File: config.mk
export PLATFORM = sky130hd
export DESIGN_NAME = rsp_serial_port
export DESIGN_NICKNAME = d
export VERILOG_FILES = /design/src/rsp_serial_port.v /design/src/rsp_skid_buffer.v
export VERILOG_INCLUDE_DIRS = /design/src
export SDC_FILE = /design/constraint.sdc
export NUM_CORES = 1
export LEC_CHECK = 0
export BUFFER_PORTS_ARGS = -buffer_cell sky130_fd_sc_hd__buf_4
export CORE_UTILIZATION = 55
export CTS_BUF_LIST = sky130_fd_sc_hd__clkbuf_16
export DETAILED_ROUTE_END_ITERATION = 8
export PLACE_DENSITY = 0.73
export SYNTH_ARGS = -nofsm -noshare
export SYNTH_HDL_FRONTEND = slang
export SYNTH_SLANG_ARGS = --single-unit
export TNS_END_PERCENT = 30
File: constraint.sdc
create_clock -name clk -period 13.72 [get_ports clk]
set_clock_uncertainty 0.1 [all_clocks]
set_input_delay 2.058 -clock clk [delete_from_list [all_inputs] [get_ports clk]]
set_output_delay 2.058 -clock clk [all_outputs]
set_load 0.005 [all_outputs]
File: src/rsp_defs.vh
`ifndef RSP_DEFS_VH
`define RSP_DEFS_VH

`define RSP_ADDR_W         6
`define RSP_LAST_ADDR      6'h3F
`define RSP_FIRST_ADDR     6'h00
`define RSP_CLOCK_LAST     6'h07
`define RSP_CMD_WRITE      1'b1
`define RSP_BYTE_BITS      4'h8
`define RSP_BIT_CNT_RST    3'h0
`define RSP_BYTE_RST       8'h00
// recovery time in microseconds, converted at 200 MHz
`define RSP_REC_TIME_US    1000
`define RSP_CLK_MHZ        200
`define RSP_REC_CYCLES     (`RSP_REC_TIME_US * `RSP_CLK_MHZ)

`endif

File: src/rsp_serial_port.v
// Overview of operation
// - selected only while select is low
// - msb first, first bit on first rise
// - sixty-four byte map, clock at 0-7
// - supply fail aborts, clears pointer, ignores inputs
// - after supply returns, inhibit for recovery
// - capture on rise, shift on fall
// - one clock per bit, bytes of eight
// - address bit 6 ignored
// - first bit direction, next seven address
// - one writes, zero reads
// - read drives output, write takes input
// - pointer increments per byte, bursts continue
// - pointer wraps 3Fh to 00h
// - freeze user copy on clock addresses
// - timekeeping keeps counting while frozen
// - supply fail deselects, asserts reset output
// - on battery, all outputs high impedance
// - reset output held through recovery
// - output undriven while deselected
// - falling select needed before any operation
// - output undriven until byte ready
`include "rsp_defs.vh"

module rsp_serial_port #(
    parameter REC_CYCLES = `RSP_REC_CYCLES
) (
    input  wire       clk,
    input  wire       rst,
    input  wire       sck,
    input  wire       select_n,
    input  wire       serial_in,
    output reg        serial_out,
    output reg        serial_out_oe,
    input  wire       supply_fail,
    input  wire       on_battery,
    output reg        reset_out_n,
    output reg        reset_out_oe,
    output reg        copy_freeze,
    output reg  [5:0] mem_addr,
    output reg  [7:0] mem_wdata,
    output reg        mem_we,
    input  wire [7:0] mem_rdata,
    input  wire       mem_wready
);
    // two-flop synchronisers for every pin
    reg [1:0] sck_s;
    reg [1:0] sel_s;
    reg [1:0] din_s;
    reg [1:0] pf_s;
    reg [1:0] bat_s;
    reg       sck_d;
    reg       sel_d;

    always @(posedge clk or posedge rst) begin
        if (rst) begin
            sck_s <= 2'b00;
            sel_s <= 2'b11;
            din_s <= 2'b00;
            pf_s  <= 2'b11;
            bat_s <= 2'b00;
            sck_d <= 1'b0;
            sel_d <= 1'b1;
        end else begin
            sck_s <= {sck_s[0], sck};
            sel_s <= {sel_s[0], select_n};
            din_s <= {din_s[0], serial_in};
            pf_s  <= {pf_s[0], supply_fail};
            bat_s <= {bat_s[0], on_battery};
            sck_d <= sck_s[1];
            sel_d <= sel_s[1];
        end
    end

    wire sck_rise = sck_s[1] && !sck_d;
    wire sck_fall = !sck_s[1] && sck_d;
    wire pfail    = pf_s[1];
    wire battery  = bat_s[1];

    // recovery inhibit after supply returns
    reg [31:0] rec_cnt;
    reg        inhibit;

    always @(posedge clk or posedge rst) begin
        if (rst) begin
            rec_cnt <= 32'h0000_0000;
            inhibit <= 1'b1;
        end else if (pfail) begin
            rec_cnt <= 32'h0000_0000;
            inhibit <= 1'b1;
        end else if (inhibit) begin
            if (rec_cnt >= REC_CYCLES - 1)
                inhibit <= 1'b0;
            else
                rec_cnt <= rec_cnt + 32'h0000_0001;
        end
    end

    // armed only by a fresh falling select after inhibit ends
    reg  armed;
    wire sel_fall = sel_d && !sel_s[1];
    wire active   = armed && !sel_s[1] && !inhibit;

    always @(posedge clk or posedge rst) begin
        if (rst)
            armed <= 1'b0;
        else if (inhibit || sel_s[1])
            armed <= 1'b0;
        else if (sel_fall)
            armed <= 1'b1;
    end

    // transfer engine
    localparam ST_CMD  = 2'd0;
    localparam ST_DATA = 2'd1;

    reg [1:0] state;
    reg       is_write;
    reg [2:0] bit_cnt;
    reg [7:0] shreg;
    reg [5:0] ptr;
    reg [7:0] tx;
    reg       tx_live;

    // write commits pass a two-entry buffer to the memory port
    reg         wb_valid;
    reg  [13:0] wb_data;
    wire        wb_ready;
    wire [13:0] wq_data;
    wire        wq_valid;

    rsp_skid_buffer #(
        .WIDTH (14)
    ) u_wbuf (
        .clk       (clk),
        .rst       (rst),
        .in_data   (wb_data),
        .in_valid  (wb_valid),
        .in_ready  (wb_ready),
        .out_data  (wq_data),
        .out_valid (wq_valid),
        .out_ready (mem_wready)
    );

    wire [7:0] byte_in   = {shreg[6:0], din_s[1]};
    wire       byte_done = sck_rise && (bit_cnt == 3'd7);

    always @(posedge clk or posedge rst) begin
        if (rst) begin
            state    <= ST_CMD;
            is_write <= 1'b0;
            bit_cnt  <= `RSP_BIT_CNT_RST;
            shreg    <= `RSP_BYTE_RST;
            ptr      <= `RSP_FIRST_ADDR;
            tx       <= `RSP_BYTE_RST;
            tx_live  <= 1'b0;
            wb_valid <= 1'b0;
            wb_data  <= 14'h0000;
        end else begin
            if (wb_valid && wb_ready)
                wb_valid <= 1'b0;
            if (!active) begin
                // deselect or supply fail drops any partial byte
                state   <= ST_CMD;
                bit_cnt <= `RSP_BIT_CNT_RST;
                tx_live <= 1'b0;
                if (pfail)
                    ptr <= `RSP_FIRST_ADDR;
            end else begin
                if (sck_rise) begin
                    shreg   <= byte_in;
                    bit_cnt <= bit_cnt + 3'd1;
                end
                if (byte_done) begin
                    case (state)
                        ST_CMD: begin
                            is_write <= (byte_in[7] == `RSP_CMD_WRITE);
                            ptr      <= byte_in[5:0];
                            state    <= ST_DATA;
                        end
                        ST_DATA: begin
                            if (is_write) begin
                                // stall risk: two slots plus wb_data absorb three bytes; a fourth byte while stalled overwrites wb_data
                                wb_data  <= {ptr, byte_in};
                                wb_valid <= 1'b1;
                            end
                            ptr <= (ptr == `RSP_LAST_ADDR) ?
                                   `RSP_FIRST_ADDR : ptr + 6'd1;
                        end
                        default: state <= ST_CMD;
                    endcase
                end
                // read byte loads on the fall after a full byte
                if (sck_fall && !is_write && state == ST_DATA) begin
                    if (bit_cnt == 3'd0) begin
                        tx      <= mem_rdata;
                        tx_live <= 1'b1;
                    end else begin
                        tx <= {tx[6:0], 1'b0};
                    end
                end
            end
        end
    end

    // outputs, all registered
    always @(posedge clk or posedge rst) begin
        if (rst) begin
            serial_out    <= 1'b0;
            serial_out_oe <= 1'b0;
            reset_out_n   <= 1'b0;
            reset_out_oe  <= 1'b0;
            copy_freeze   <= 1'b0;
            mem_addr      <= `RSP_FIRST_ADDR;
            mem_wdata     <= `RSP_BYTE_RST;
            mem_we        <= 1'b0;
        end else begin
            serial_out    <= tx[7];
            serial_out_oe <= tx_live && active && !battery;
            // open drain: drive low while failing or recovering
            reset_out_n   <= 1'b0;
            reset_out_oe  <= (pfail || inhibit) && !battery;
            // timekeeping lives elsewhere and keeps counting; only copy stops
            copy_freeze   <= active && state == ST_DATA &&
                             ptr <= `RSP_CLOCK_LAST;
            mem_addr      <= wq_valid ? wq_data[13:8] : ptr;
            mem_wdata     <= wq_data[7:0];
            mem_we        <= wq_valid && mem_wready;
        end
    end
endmodule // rsp_serial_port

File: src/rsp_skid_buffer.v
module rsp_skid_buffer #(
    parameter WIDTH = 14
) (
    input  wire             clk,
    input  wire             rst,
    input  wire [WIDTH-1:0] in_data,
    input  wire             in_valid,
    output wire             in_ready,
    output wire [WIDTH-1:0] out_data,
    output wire             out_valid,
    input  wire             out_ready
);
    reg [WIDTH-1:0] slot0;
    reg [WIDTH-1:0] slot1;
    reg [1:0]       count;

    wire push = in_valid && in_ready;
    wire pop  = out_valid && out_ready;

    assign in_ready  = (count != 2'd2);
    assign out_valid = (count != 2'd0);
    assign out_data  = slot0;

    always @(posedge clk or posedge rst) begin
        if (rst) begin
            slot0 <= {WIDTH{1'b0}};
            slot1 <= {WIDTH{1'b0}};
            count <= 2'd0;
        end else begin
            case ({push, pop})
                2'b10: begin
                    if (count == 2'd0)
                        slot0 <= in_data;
                    else
                        slot1 <= in_data;
                    count <= count + 2'd1;
                end
                2'b01: begin
                    slot0 <= slot1;
                    count <= count - 2'd1;
                end
                2'b11: begin
                    if (count == 2'd1)
                        slot0 <= in_data;
                    else begin
                        slot0 <= slot1;
                        slot1 <= in_data;
                    end
                end
                default: begin
                    count <= count;
                end
            endcase
        end
    end
endmodule // rsp_skid_buffer

Word-level counts from Yosys, hierarchy flattened
Cells that the tools add are included.
{"block": "op_classes", "n_addsub": 5, "magnitude_cmp": 2, "n_eq_ne": 18, "muxes": 35, "n_reduce_logical": 43}
{"cell": "32-bit two-way mux", "count": 3}
{"cell": "14-bit two-way mux", "count": 4}
{"cell": "14-bit case mux with 3 select lines", "count": 1}
{"cell": "32-bit by 1-bit adder with 32-bit output (second input constant)", "count": 1}
{"cell": "32-bit by 18-bit greater-or-equal comparator with 1-bit output (second input constant)", "count": 1}
{"cell": "6-bit two-way mux", "count": 5}
{"cell": "14-bit case mux with 2 select lines", "count": 1}
{"cell": "1-bit logical AND", "count": 15}
{"cell": "1-bit two-way mux", "count": 13}
{"cell": "2-bit != test (second input constant)", "count": 6}
{"cell": "6-bit case mux with 2 select lines", "count": 1}
{"cell": "2-bit AND reduction", "count": 6}
{"cell": "2-bit nonzero test", "count": 6}
{"cell": "3-bit AND reduction", "count": 3}
{"cell": "8-bit two-way mux", "count": 1}
{"cell": "2-bit by 1-bit != test with 1-bit output (second input constant)", "count": 4}
{"cell": "2-bit case mux with 2 select lines", "count": 2}
{"cell": "6-bit by 1-bit adder with 6-bit output (second input constant)", "count": 1}
{"cell": "2-bit by 1-bit equality test with 1-bit output (second input constant)", "count": 3}
{"cell": "6-bit equality test (second input constant)", "count": 1}
{"cell": "6-bit by 3-bit less-or-equal comparator with 1-bit output (second input constant)", "count": 1}
{"cell": "1-bit logical NOT", "count": 6}
{"cell": "3-bit two-way mux", "count": 2}
{"cell": "2-bit equality test (second input constant)", "count": 2}
{"cell": "11 further kinds", "count": 14}
{"block": "word_totals", "register_bits": 138, "input_bits": 16, "word_cells": 132}

Depth between registers and ports, before layout
Gate-level depths: netlist (run 1).
{"block": "depth", "depth_word": 7, "depth_mapped": 11, "depth_no_buf": 9}

Modules after synthesis
Synthesis (run 1) repeated with hierarchy kept, for this count alone.
{"block": "unflattened", "cells_unflattened": 501, "area_unflattened_um2": 5904.4}
{"mod": "rsp_serial_port", "instances": 1, "cells_per_inst": 358, "area_per_inst_um2": 4360.4}
{"mod": "rsp_skid_buffer", "instances": 1, "cells_per_inst": 143, "area_per_inst_um2": 1544.0}

Worst setup path before layout (run 1)
Ideal clock, no wire load.
{"block": "synth_path", "kind": "in2reg", "start": "in mem_wready", "end": "reg u_wbuf.slot1[0]", "arrival_ns": 3.470, "setup_slack_ns": 10.025, "path_stages": 7, "path_buffers": 1, "cell_sequence": "nand2b_1 > inv_1 > ha_1 > nand2_1 > o211a_1 > buf_1 > mux2_2"}
{"block": "synth_via", "elab_chain_len": 4}
{"item": "from (decl)", "line_no": "rsp_serial_port.v:44", "text": "input wire mem_wready"}
{"item": "1-bit logical AND *", "line_no": "rsp_skid_buffer.v:18", "text": "wire pop = out_valid && out_ready;"}
{"item": "via u_wbuf.pop", "line_no": "rsp_skid_buffer.v:18"}
{"item": "2-bit equality test", "line_no": "rsp_skid_buffer.v:30", "text": "case ({push, pop})"}
{"item": "2-bit != test (no source line) / 2-bit nonzero test (equally long branches)"}
{"item": "3-bit AND reduction (no source line)"}
{"item": "to (signal assigned)", "line_no": "rsp_skid_buffer.v:27", "text": "slot1 <= {WIDTH{1'b0}};"}
{"item": "to (signal assigned)", "line_no": "rsp_skid_buffer.v:35", "text": "slot1 <= in_data;"}
{"item": "to (signal assigned)", "line_no": "rsp_skid_buffer.v:47", "text": "slot1 <= in_data;"}
{"item": "to (decl)", "line_no": "rsp_skid_buffer.v:14", "text": "reg [WIDTH-1:0] slot1;"}
The timed path passes the listed nets; every way through them passes the cells marked *.
A chain may end at the register's enable or synchronous reset.

Final worst setup path (run 1)
{"block": "layout_path", "start": "in mem_wready", "end": "reg u_wbuf.slot0[13], in the netlist u_wbuf.out_data[13]"}
{"block": "layout_via", "elab_chain_len": 4}
{"item": "1-bit logical AND *", "line_no": "rsp_skid_buffer.v:18"}
{"item": "via u_wbuf.pop", "line_no": "rsp_skid_buffer.v:18"}
{"item": "2-bit equality test / 2-bit by 1-bit equality test with 1-bit output (equally long branches)", "line_no": "rsp_skid_buffer.v:30"}
{"item": "2-bit by 1-bit != test with 1-bit output (no source line) / 3-bit nonzero test (equally long branches)"}
{"item": "2-bit AND reduction (no source line)"}
{"item": "to (signal assigned)", "line_no": "rsp_skid_buffer.v:26", "text": "slot0 <= {WIDTH{1'b0}};"}
{"item": "to (signal assigned)", "line_no": "rsp_skid_buffer.v:33", "text": "slot0 <= in_data;"}
{"item": "to (signal assigned)", "line_no": "rsp_skid_buffer.v:39", "text": "slot0 <= slot1;"}
{"item": "to (decl)", "line_no": "rsp_skid_buffer.v:13", "text": "reg [WIDTH-1:0] slot0;"}
Marks and branches as above.

==> results.py, run 1 <==
metrics = {
    "outcome": {
        "status": "finished, final reports clean",
    },
    "floorplan": {
        "num_rows": 37,
        "die-area_sq_um": 11090,
        "die_y_microns": 105.3,
        "initial_core_util_pct": 56.88,
        "ios": 36,
        "die_w_microns": 105.3,
        "coreArea_sq_um": 10320,
    },
    "synthesis": {
        "seq_area_frac_synth_pct": 58.51,
        "syn_nets": 499,
        "yosys-top-cells-area": "dfrtp_1 (56%), mux2_2 (8.1%), nand2_1 (3.1%)",
        "synth_top_area_cell": "dfrtp_1",
        "avgSynthCellArea_sq_um": 12.44,
        "synth_cell_type_count": 48,
        "synth_area_sq_um": 5872,
        "syn_inst": 472,
        "yosys_warnings": 0,
        "yosys.area.top_type_share_pct": 55.83,
        "ys_ff_latch": 137,
    },
    "global_routing": {
        "grt_pass1_wl_microns": 17610,
        "grt_max_degree": 91,
        "grt_use_total_pct": 20.67,
        "grt_pass1_vias": 3681,
        "antenna_found_initial": 0,
        "overflow": 0,
    },
    "min_path": {
        "worstHoldPathCells": 0,
        "min_to": "din_s[1]$_DFF_PP0_",
        "min_from": "din_s[0]$_DFF_PP0_",
        "hold_class": "reg2reg",
    },
    "timing": {
        "setup_viol": 0,
        "fin_crit_ns": 3.651,
        "fin_crit_sh_pct": 26.61,
        "worst_slack_ns": 10.07,
        "slew_viol_final": 0,
        "final.setup.tns_ns": 0,
        "final_hold_viol_count": 0,
        "fmax_mhz": 273.9,
        "whs_ns": 0.2489,
        "worstMarginPinSlew_ns": 1.067,
        "slew_headroom_pct": 28.85,
        "rsz0062_at_grt": "false",
    },
    "final_layout": {
        "layout.nets": 532,
        "fin_util_pct": 64.84,
        "syn_to_final_growth_pct": 14.00,
        "drive_gt1_share_pct": 25.10,
        "layout_common_cells": "dfrtp_1 (131), nand2_1 (48), mux2_2 (42), buf_4 (36), o21ai_0 (34)",
        "mostFrequentLayoutCell": "dfrtp_1",
        "n_antenna_cell": 0,
    },
    "clock_network": {
        "clock-sinks": 137,
        "post_cts_buffers": 0,
        "cts_tree": "built",
        "h-tree-depth": 4,
        "cts_made_buffers": 17,
        "ctsResizeCount": 0,
        "cts_hold_buf": 0,
        "cts-root-buf": "clkbuf_16",
        "cts.clk_slew.worst_paths_ns": 0.06,
        "clk_path_buf_depth": 2,
        "clk_latency_ns": 0.41,
    },
    "drt": {
        "vias_per_cell": 5.468,
        "drc": 0,
        "drtIter0Drc": 204,
        "drt-total-wl_microns": 10180,
        "first_pass_iters": 4,
        "num_vias": 3576,
        "wl_per_cell_microns": 15.56,
        "final_antenna_net_count": 0,
    },
    "worst_setup_path": {
        "cp.required_ns": 13.94,
        "cp_cell_sequence": "buf_4 > nand2b_1 > inv_1 > ha_1 > a21oi_1 > nor2_1 > a22oi_1 > o21ai_0",
        "crit_buf_inv": 2,
        "crit_arrival_ns": 3.87,
        "r2r_setup_slack_ns": 10.80,
        "reg2reg_to": "u_wbuf.out_data[13]$_DFFE_PP0P_",
        "critical_path_class": "in2reg",
        "worst_r2r_startpoint": "u_wbuf.count[0]$_DFFE_PP0P_",
        "critPathMaxStageDelay_ns": 0.76,
        "critical-path-top-delay-family": "simple AND/OR/NAND/NOR gates",
        "slowest_stage": "nor2_1",
        "rr_worst_depth": 9,
        "worstSetupEndpointType": "flop",
        "cp_max_fo": 14,
        "crit_start": "mem_wready",
        "start_kind": "input port",
    },
    "place": {
        "dp_hpwl_microns": 6426,
        "io_buffers": 34,
        "preCtsSetupSlack_ns": 9.721,
        "place.gp.congestion": 0.7614,
    },
    "run": {
        "drv_cap": 0,
    },
    "pwr": {
        "p_leak_nw": 3.168,
        "power_uw": 861.2,
        "power_density_nw_per_um2": 128.6,
        "peakVddDrop_mv": 0.08199,
    },
}
-- worst register-to-register path, stage by stage, from the launching register on --
cell and delay [ns]:
dfrtp_1 0.39, inv_1 0.08, ha_1 0.35, nand2b_1 0.26, inv_1 0.16, ha_1 0.21
a21oi_1 0.08, nor2_1 0.76, a22oi_1 0.19, o21ai_0 0.25
-- registers in the layout (all words and copies together) (netlist names), 2 cells and up --
signal,flops
din_s,2
rec_cnt,32
ptr,6
sel_s,2
u_wbuf.slot1,14
pf_s,2
tx,8
bit_cnt,3
shreg,7
u_wbuf.count,2
bat_s,2
u_wbuf.out_data,14
sck_s,2
mem_addr,6
wb_data,14
mem_wdata,8
-- where the power goes --
group / leakage [nW] / internal [mW] / switching (mW)
Combinational: 1.07 / 0.0221 / 0.0422
Clock: 0.273 / 0.222 / 0.157
Sequential: 1.82 / 0.412 / 0.00634
-- routing by layer --
layer	vias to the layer above	GRT usage, %	part of all wire (%)
met5	-	0	0
met4	0	9.557	1.5
met3	15	5.690	3.1
met2	60	32.94	50
met1	1799	26.35	45
li1	1702	-	-
-- logic make-up (layout without fill, tap and decap cells) --
family	after synthesis	after routing	synth area share, %
compound gates	78	78	10.55
xor+xnor	18	18	2.685
fa+ha+maj	11	11	2.344
buf+inv	35	81	2.791
flops	137	137	58.51
mux	54	54	10.12
other cells	1	1	0.06386
simple gates	138	138	12.93
-- worst max path at each step --
stage	to	slack, ns	cells past startpoint
final	u_wbuf.out_data[13]$_DFFE_PP0P_	10.07	8
after global routing	u_wbuf.out_data[13]$_DFFE_PP0P_	9.86	8
after CTS	u_wbuf.out_data[13]$_DFFE_PP0P_	10.10	8
after detailed placement	u_wbuf.out_data[7]$_DFFE_PP0P_	9.72	8
after global placement	u_wbuf.out_data[7]$_DFFE_PP0P_	9.81	8
after floorplan	armed$_DFFE_PP0P_	7.90	1
-- synthesized netlist by cell type (all sizes together) --
cell / n
dfrtp: 131
nand2: 48
mux2: 43
o21ai: 34
nor2: 33
nor2b: 18
xnor2: 18
a22oi: 16
clkbuf: 13
inv: 13
ha: 11
mux2i: 11
nand3: 11
buf: 9
a2111oi: 6
a21oi: 6
dfstp: 6
a211oi: 5
nor4: 5
and3: 4
nand2b: 4
nand4: 4
o211ai: 3
a31oi: 2
and4: 2
nor3: 2
nor3b: 2
nor4b: 2
o31ai: 2
or2: 2
a21o: 1
and3b: 1
conb: 1
o211a: 1
o21a: 1
o32ai: 1
-- metrics by stage --
stage | cell area (sq um) | instances
2_1_floorplan | 5872 | 472
3_3_place_gp | 6202 | 622
3_5_place_dp | 6202 | 622
4_1_cts | 6694 | 654
5_1_grt | 6694 | 654
6_report | 6694 | 654
-- final cells by class --
cell class                 instances  area, sq um
tap                              136        170.2
clock buffer                      17        425.4
sequential                       137         3436
timing repair buffer              36        270.3
multi-input combinational        300         2272
inverter                          13        53.80
clock inverter                    15        66.31
fill                             773         3630
No activity file was read; power rests on OpenSTA's default activity.
==> run 2, diff against run 1 <==
ABC_AREA = 1   (was default)
PLACE_DENSITY = 0.76   (was 0.73)
clock period = 3.2 ns   (was 13.72 ns; I/O delays follow)
==> results.py, run 2 <==
metrics = {
    "outcome": {
        "status": "finished, final reports clean",
    },
    "drt": {
        "vias_per_cell": 5.169,
        "final_antenna_net_count": 0,
        "drc": 0,
        "first_pass_iters": 5,
        "drtIter0Drc": 293,
        "drt-total-wl_microns": 11430,
        "wl_per_cell_microns": 13.24,
        "num_vias": 4461,
    },
    "final_layout": {
        "layout_common_cells": "nand2_1 (131), dfrtp_1 (131), nor2_1 (75), inv_1 (74), nand3_1 (52)",
        "stdcell_area_sq_um": 7051,
        "n_fill_cell": 872,
        "drive_gt1_share_pct": 16.60,
        "fin_util_pct": 65.04,
        "layout.nets": 737,
        "largest_reg_flops": 32,
        "multi_input_area_sq_um": 2246,
        "syn_to_final_growth_pct": 15.57,
        "finalNonFillerCells": 863,
        "n_antenna_cell": 0,
        "top_register": "rec_cnt",
        "seq_area_sq_um": 3436,
    },
    "clock_network": {
        "cts.clk_slew.worst_paths_ns": 0.06,
        "h-tree-depth": 4,
        "clock-sinks": 137,
        "ctsResizeCount": 0,
        "post_cts_buffers": 0,
        "cts_hold_buf": 0,
        "cts_made_buffers": 17,
        "clk_path_buf_depth": 2,
        "clk_latency_ns": 0.42,
        "cts_tree": "built",
        "cts-root-buf": "clkbuf_16",
    },
    "floorplan": {
        "die_w_microns": 107.3,
        "die_y_microns": 107.3,
        "initial_core_util_pct": 56.28,
        "num_rows": 38,
        "ios": 36,
        "die-area_sq_um": 11520,
        "coreArea_sq_um": 10840,
    },
    "synthesis": {
        "yosys.area.top_type_share_pct": 53.73,
        "synth_common_cells": "dfrtp_1 (131), nand2_1 (131), nor2_1 (75)",
        "synth-edff-count": 0,
        "synthArstFlopShare_pct": 100.0,
        "synth_ff_type": "dfrtp_1",
        "yosys_warnings": 0,
        "synth_top_area_cell": "dfrtp_1",
        "syn_inst": 676,
        "synth_area_sq_um": 6101,
        "syn_nets": 703,
        "avgSynthCellArea_sq_um": 9.025,
        "synth_cell_type_count": 41,
        "yosys-top-cells-area": "dfrtp_1 (54%), nand2_1 (8.1%), nor2_1 (4.6%)",
        "ys_ff_latch": 137,
        "seq_area_frac_synth_pct": 56.32,
    },
    "timing": {
        "whs_ns": 0.06134,
        "setup_viol": 0,
        "final_hold_viol_count": 0,
        "final.setup.tns_ns": 0,
        "worstMarginPinSlew_ns": 0.8224,
        "fmax_mhz": 412.2,
        "slew_headroom_pct": 45.04,
        "rsz0062_at_grt": "false",
        "fin_crit_sh_pct": 75.81,
        "slew_viol_final": 0,
        "worst_slack_ns": 0.7740,
        "fin_crit_ns": 2.426,
    },
    "global_routing": {
        "grt_max_degree": 65,
        "grt_use_total_pct": 22.74,
        "overflow": 0,
        "grt_pass1_wl_microns": 20020,
        "grt_pass1_vias": 4325,
        "antenna_found_initial": 0,
    },
    "pwr": {
        "switching_share_pct": 25.59,
        "pwr-share-seq_pct": 45.1,
        "peakVddDrop_mv": 0.5209,
        "clock_power_share_pct": 43.8,
        "power_mw": 4.336,
        "comb_power_share_pct": 11.1,
        "p_int_mw": 3.227,
        "power_density_nw_per_um2": 615.0,
        "p_leak_nw": 3.189,
        "power_switching_mw": 1.109,
    },
    "run": {
        "drv_cap": 0,
    },
    "worst_setup_path": {
        "crit_buf_inv": 3,
        "worstSetupEndpointType": "flop",
        "critPathMaxStageDelay_ns": 0.47,
        "slowest_stage": "nand2_1",
        "crit_arrival_ns": 2.64,
        "start_kind": "flop",
        "cp.required_ns": 3.42,
        "critical-path-top-delay-family": "simple AND/OR/NAND/NOR gates",
        "cp_cell_sequence": "inv_1 > ha_1 > nor2_4 > buf_4 > inv_2 > nand2_1 > a31oi_1",
        "cp_max_fo": 28,
        "critical_path_class": "reg2reg",
    },
    "place": {
        "io_buffers": 34,
        "preCtsSetupSlack_ns": 0.7628,
        "dp_hpwl_microns": 7732,
        "place.gp.congestion": 0.8590,
        "dp.cells": 831,
        "placedInstanceArea_sq_um": 6471,
    },
    "min_path": {
        "hold_class": "in2reg",
    },
}
run 2: final cells by class:
class                      instances  area share [%]
clock buffer                      17           6.034
clock inverter                    15           2.183
inverter                          80           4.312
multi-input combinational        436           31.85
sequential                       137           48.73
tap                              140           2.484
timing repair buffer              38           4.401
run 2: kinds of logic after synthesis:
kind of cell | synth area share (%)
flops | 56.32
simple gates | 23.22
fa+ha+maj | 2.256
other cells | 0.06147
buf+inv | 6.870
compound gates | 9.270
xor+xnor | 2.010
run 2: power groups by stage:
stage / Clock (mW) / Sequential, mW / Combinational (mW)
global route: 2.01 / 1.98 / 0.550
floorplan: 0 / 1.97 / 0.302
global placement: 0 / 1.98 / 0.466
CTS: 1.93 / 1.96 / 0.492
finish: 1.90 / 1.96 / 0.482
detailed placement: 0 / 1.99 / 0.485
run 2: path summary, 6_finish.rpt:
path	start	end	slack, ns	cells after the start
hold / removal	supply_fail	pf_s[0]$_DFF_PP1_	0.06	1
max in group asynchronous	rst	mem_addr[0]$_DFF_PP0_	2.17	3
setup reg to reg	u_wbuf.count[0]$_DFFE_PP0P_	u_wbuf.out_data[5]$_DFFE_PP0P_	0.77	7
min in group asynchronous	rst	tx[1]$_DFFE_PP0P_	0.07	2
setup / recovery	u_wbuf.count[0]$_DFFE_PP0P_	u_wbuf.out_data[5]$_DFFE_PP0P_	0.77	7
hold reg to reg	sck_s[0]$_DFF_PP0_	sck_s[1]$_DFF_PP0_	0.25	0
run 2: metal layers:
layer / wire length (microns) / track usage (%) / vias up / part of all wire (%)
met5: 0 / 0 / - / 0
met4: 160 / 10.08 / 0 / 1.4
met3: 443 / 5.448 / 13 / 3.9
met2: 5708 / 36.82 / 92 / 50
met1: 5114 / 29.18 / 2127 / 45
li1: - / - / 2229 / -
==> run 3, diff against run 2 <==
clock period = 1.94 ns   (was 3.2 ns; I/O delays follow)
==> results.py, run 3 (same netlist as run 2, synthesis figures left out) <==
metrics = {
    "clock_network": {
        "cts_made_buffers": 17,
        "h-tree-depth": 4,
        "clk_latency_ns": 0.41,
        "cts_tree": "built",
        "clock-sinks": 137,
        "cts.clk_slew.worst_paths_ns": 0.06,
        "clk_path_buf_depth": 2,
        "cts-root-buf": "clkbuf_16",
    },
    "min_path": {
        "hold_class": "in2reg",
    },
    "place": {
        "io_buffers": 34,
        "dp_hpwl_microns": 7676,
        "placedInstanceArea_sq_um": 6578,
        "place.gp.congestion": 0.9086,
    },
    "worst_setup_path": {
        "critPathMaxStageDelay_ns": 0.38,
        "slowest_stage": "dfrtp_1",
        "critical-path-top-delay-family": "flip-flops",
        "start_kind": "flop",
        "crit_arrival_ns": 2.06,
        "worstSetupEndpointType": "flop",
        "cp.required_ns": 2.13,
        "cp_cell_sequence": "inv_2 > ha_2 > inv_1 > nand2_2 > inv_2 > ha_4 > nand2_1 > o211ai_4 > buf_12 > nand2_1 > o21ai_0",
        "crit_buf_inv": 4,
        "critical_path_class": "reg2reg",
        "cp_max_fo": 14,
    },
    "final_layout": {
        "syn_to_final_growth_pct": 20.04,
        "mostFrequentLayoutCell": "dfrtp_1",
        "fin_util_pct": 67.56,
        "largest_reg_flops": 32,
        "layout.nets": 762,
        "n_antenna_cell": 0,
        "stdcell_area_sq_um": 7323,
        "layout_common_cells": "dfrtp_1 (131), nand2_1 (129), nor2_1 (75), inv_1 (68), nand3_1 (52)",
        "drive_gt1_share_pct": 20.19,
        "top_register": "rec_cnt",
    },
    "global_routing": {
        "use_met2_pct": 37.37,
        "grt_pass1_vias": 4570,
        "grt_util_met1_pct": 29.15,
        "overflow": 0,
        "antenna_found_initial": 0,
        "use_met3_pct": 5.085,
        "grt_max_degree": 85,
        "top_usage_layer": "met2",
        "grt_pass1_wl_microns": 20380,
        "grt_use_total_pct": 22.70,
    },
    "pwr": {
        "pwr-share-seq_pct": 44.6,
        "comb_power_share_pct": 14.6,
        "power_density_nw_per_um2": 982.1,
        "p_leak_nw": 3.296,
        "peakVddDrop_mv": 0.9164,
        "power_switching_mw": 1.952,
        "p_int_mw": 5.241,
        "clock_power_share_pct": 40.8,
        "switching_share_pct": 27.14,
    },
    "floorplan": {
        "die_y_microns": 107.3,
        "die-area_sq_um": 11520,
        "die_w_microns": 107.3,
        "initial_core_util_pct": 56.28,
        "coreArea_sq_um": 10840,
        "num_rows": 38,
        "ios": 36,
    },
    "timing": {
        "fmax_mhz": 534.8,
        "setup_viol": 0,
        "final_hold_viol_count": 0,
        "fin_crit_ns": 1.870,
        "rsz0062_at_grt": "true",
        "whs_ns": 0.04578,
        "fin_crit_sh_pct": 96.39,
        "slew_viol_final": 0,
        "slew_headroom_pct": 56.80,
        "worstMarginPinSlew_ns": 0.6481,
    },
    "drt": {
        "vias_per_cell": 5.283,
        "final_antenna_net_count": 0,
        "drt-total-wl_microns": 11860,
        "num_vias": 4691,
        "drtIter0Drc": 276,
        "drc": 0,
        "first_pass_iters": 6,
        "wl_per_cell_microns": 13.36,
    },
    "outcome": {
        "status": "finished, final reports clean",
    },
    "run": {
        "drv_cap": 0,
    },
}
run 3: cell count changes in the layout (fill, tap and decap cells not counted), sizes merged:
cell	before	now
inv	83	84
dlygate4sd3	0	6
buf	38	56
bufinv	2	0
clkinvlp	6	7
o211ai	1	2
run 3: area by class of cell:
class / instances / area [sq um]
Clock buffer: 17 / 425.4
Clock inverter: 15 / 118.9
Fill cell: 822 / 3517
Inverter: 80 / 304.0
Multi-Input combinational cell: 437 / 2326
Sequential cell: 137 / 3436
Tap cell: 140 / 175.2
Timing Repair Buffer: 62 / 538.0
run 3: timing repair:
item | in CTS | in global routing
hold endpoints to repair | 89 | 0
gates resized for setup | 7 | 10
pin swaps | 2 | 4
hold buffers | 6 | 0
setup buffers | 3 | 4
endpoints found under the setup margin | 18 | 28
gates cloned | 1 | 0
run 3: final timing paths:
| kind | startpoint | end | slack (ns) | depth (start not counted) |
|---|---|---|---|---|
| max reg2reg | u_wbuf.count[0]$_DFFE_PP0P_ | u_wbuf.slot1[7]$_DFFE_PP0P_ | 0.07 | 11 |
| min in group asynchronous | rst | tx[3]$_DFFE_PP0P_ | 0.44 | 4 |
| min reg2reg | sck_s[0]$_DFF_PP0_ | sck_s[1]$_DFF_PP0_ | 0.25 | 0 |
| max | u_wbuf.count[0]$_DFFE_PP0P_ | u_wbuf.slot1[7]$_DFFE_PP0P_ | 0.07 | 11 |
| max in group asynchronous | rst | rec_cnt[23]$_DFFE_PP0P_ | 0.73 | 4 |
| min | mem_rdata[0] | tx[0]$_DFFE_PP0P_ | 0.05 | 3 |
run 3: tightest hold or removal path, stage by stage:
cell	delay, ns
buf_4	0.11
inv_1	0.05
o21ai_1	0.07
run 3: per-stage QoR:
step / worst slack (ns) / instances / setup TNS (ns) / total power [mW]
after floorplan: -0.1532 / 676 / -22.78 / 3.757
after global placement: -0.005008 / 842 / -0.03585 / 4.148
after detailed placement: -0.1367 / 842 / -1.575 / 4.204
after CTS: -0.001148 / 884 / -0.001148 / 7.217
after global routing: -0.02475 / 888 / -0.05439 / 7.516
final: 0.07004 / 888 / 0 / 7.192
run 3: power groups by stage:
| stage | registers (mW) | logic [mW] | clock network [mW] |
|---|---|---|---|
| final | 3.20 | 1.05 | 2.93 |
| after global routing | 3.23 | 1.16 | 3.12 |
| after CTS | 3.21 | 1.03 | 2.98 |
| after detailed placement | 3.26 | 0.946 | 0 |
| after global placement | 3.24 | 0.905 | 0 |
| after floorplan | 3.25 | 0.506 | 0 |
run 3: per-layer routing:
| metal | share of wire (%) | wire (microns) | up-vias |
|---|---|---|---|
| met5 | 0 | 0 | - |
| met4 | 2.0 | 237 | 0 |
| met3 | 3.6 | 430 | 25 |
| met2 | 50 | 5887 | 118 |
| met1 | 45 | 5305 | 2249 |
| li1 | - | - | 2299 |
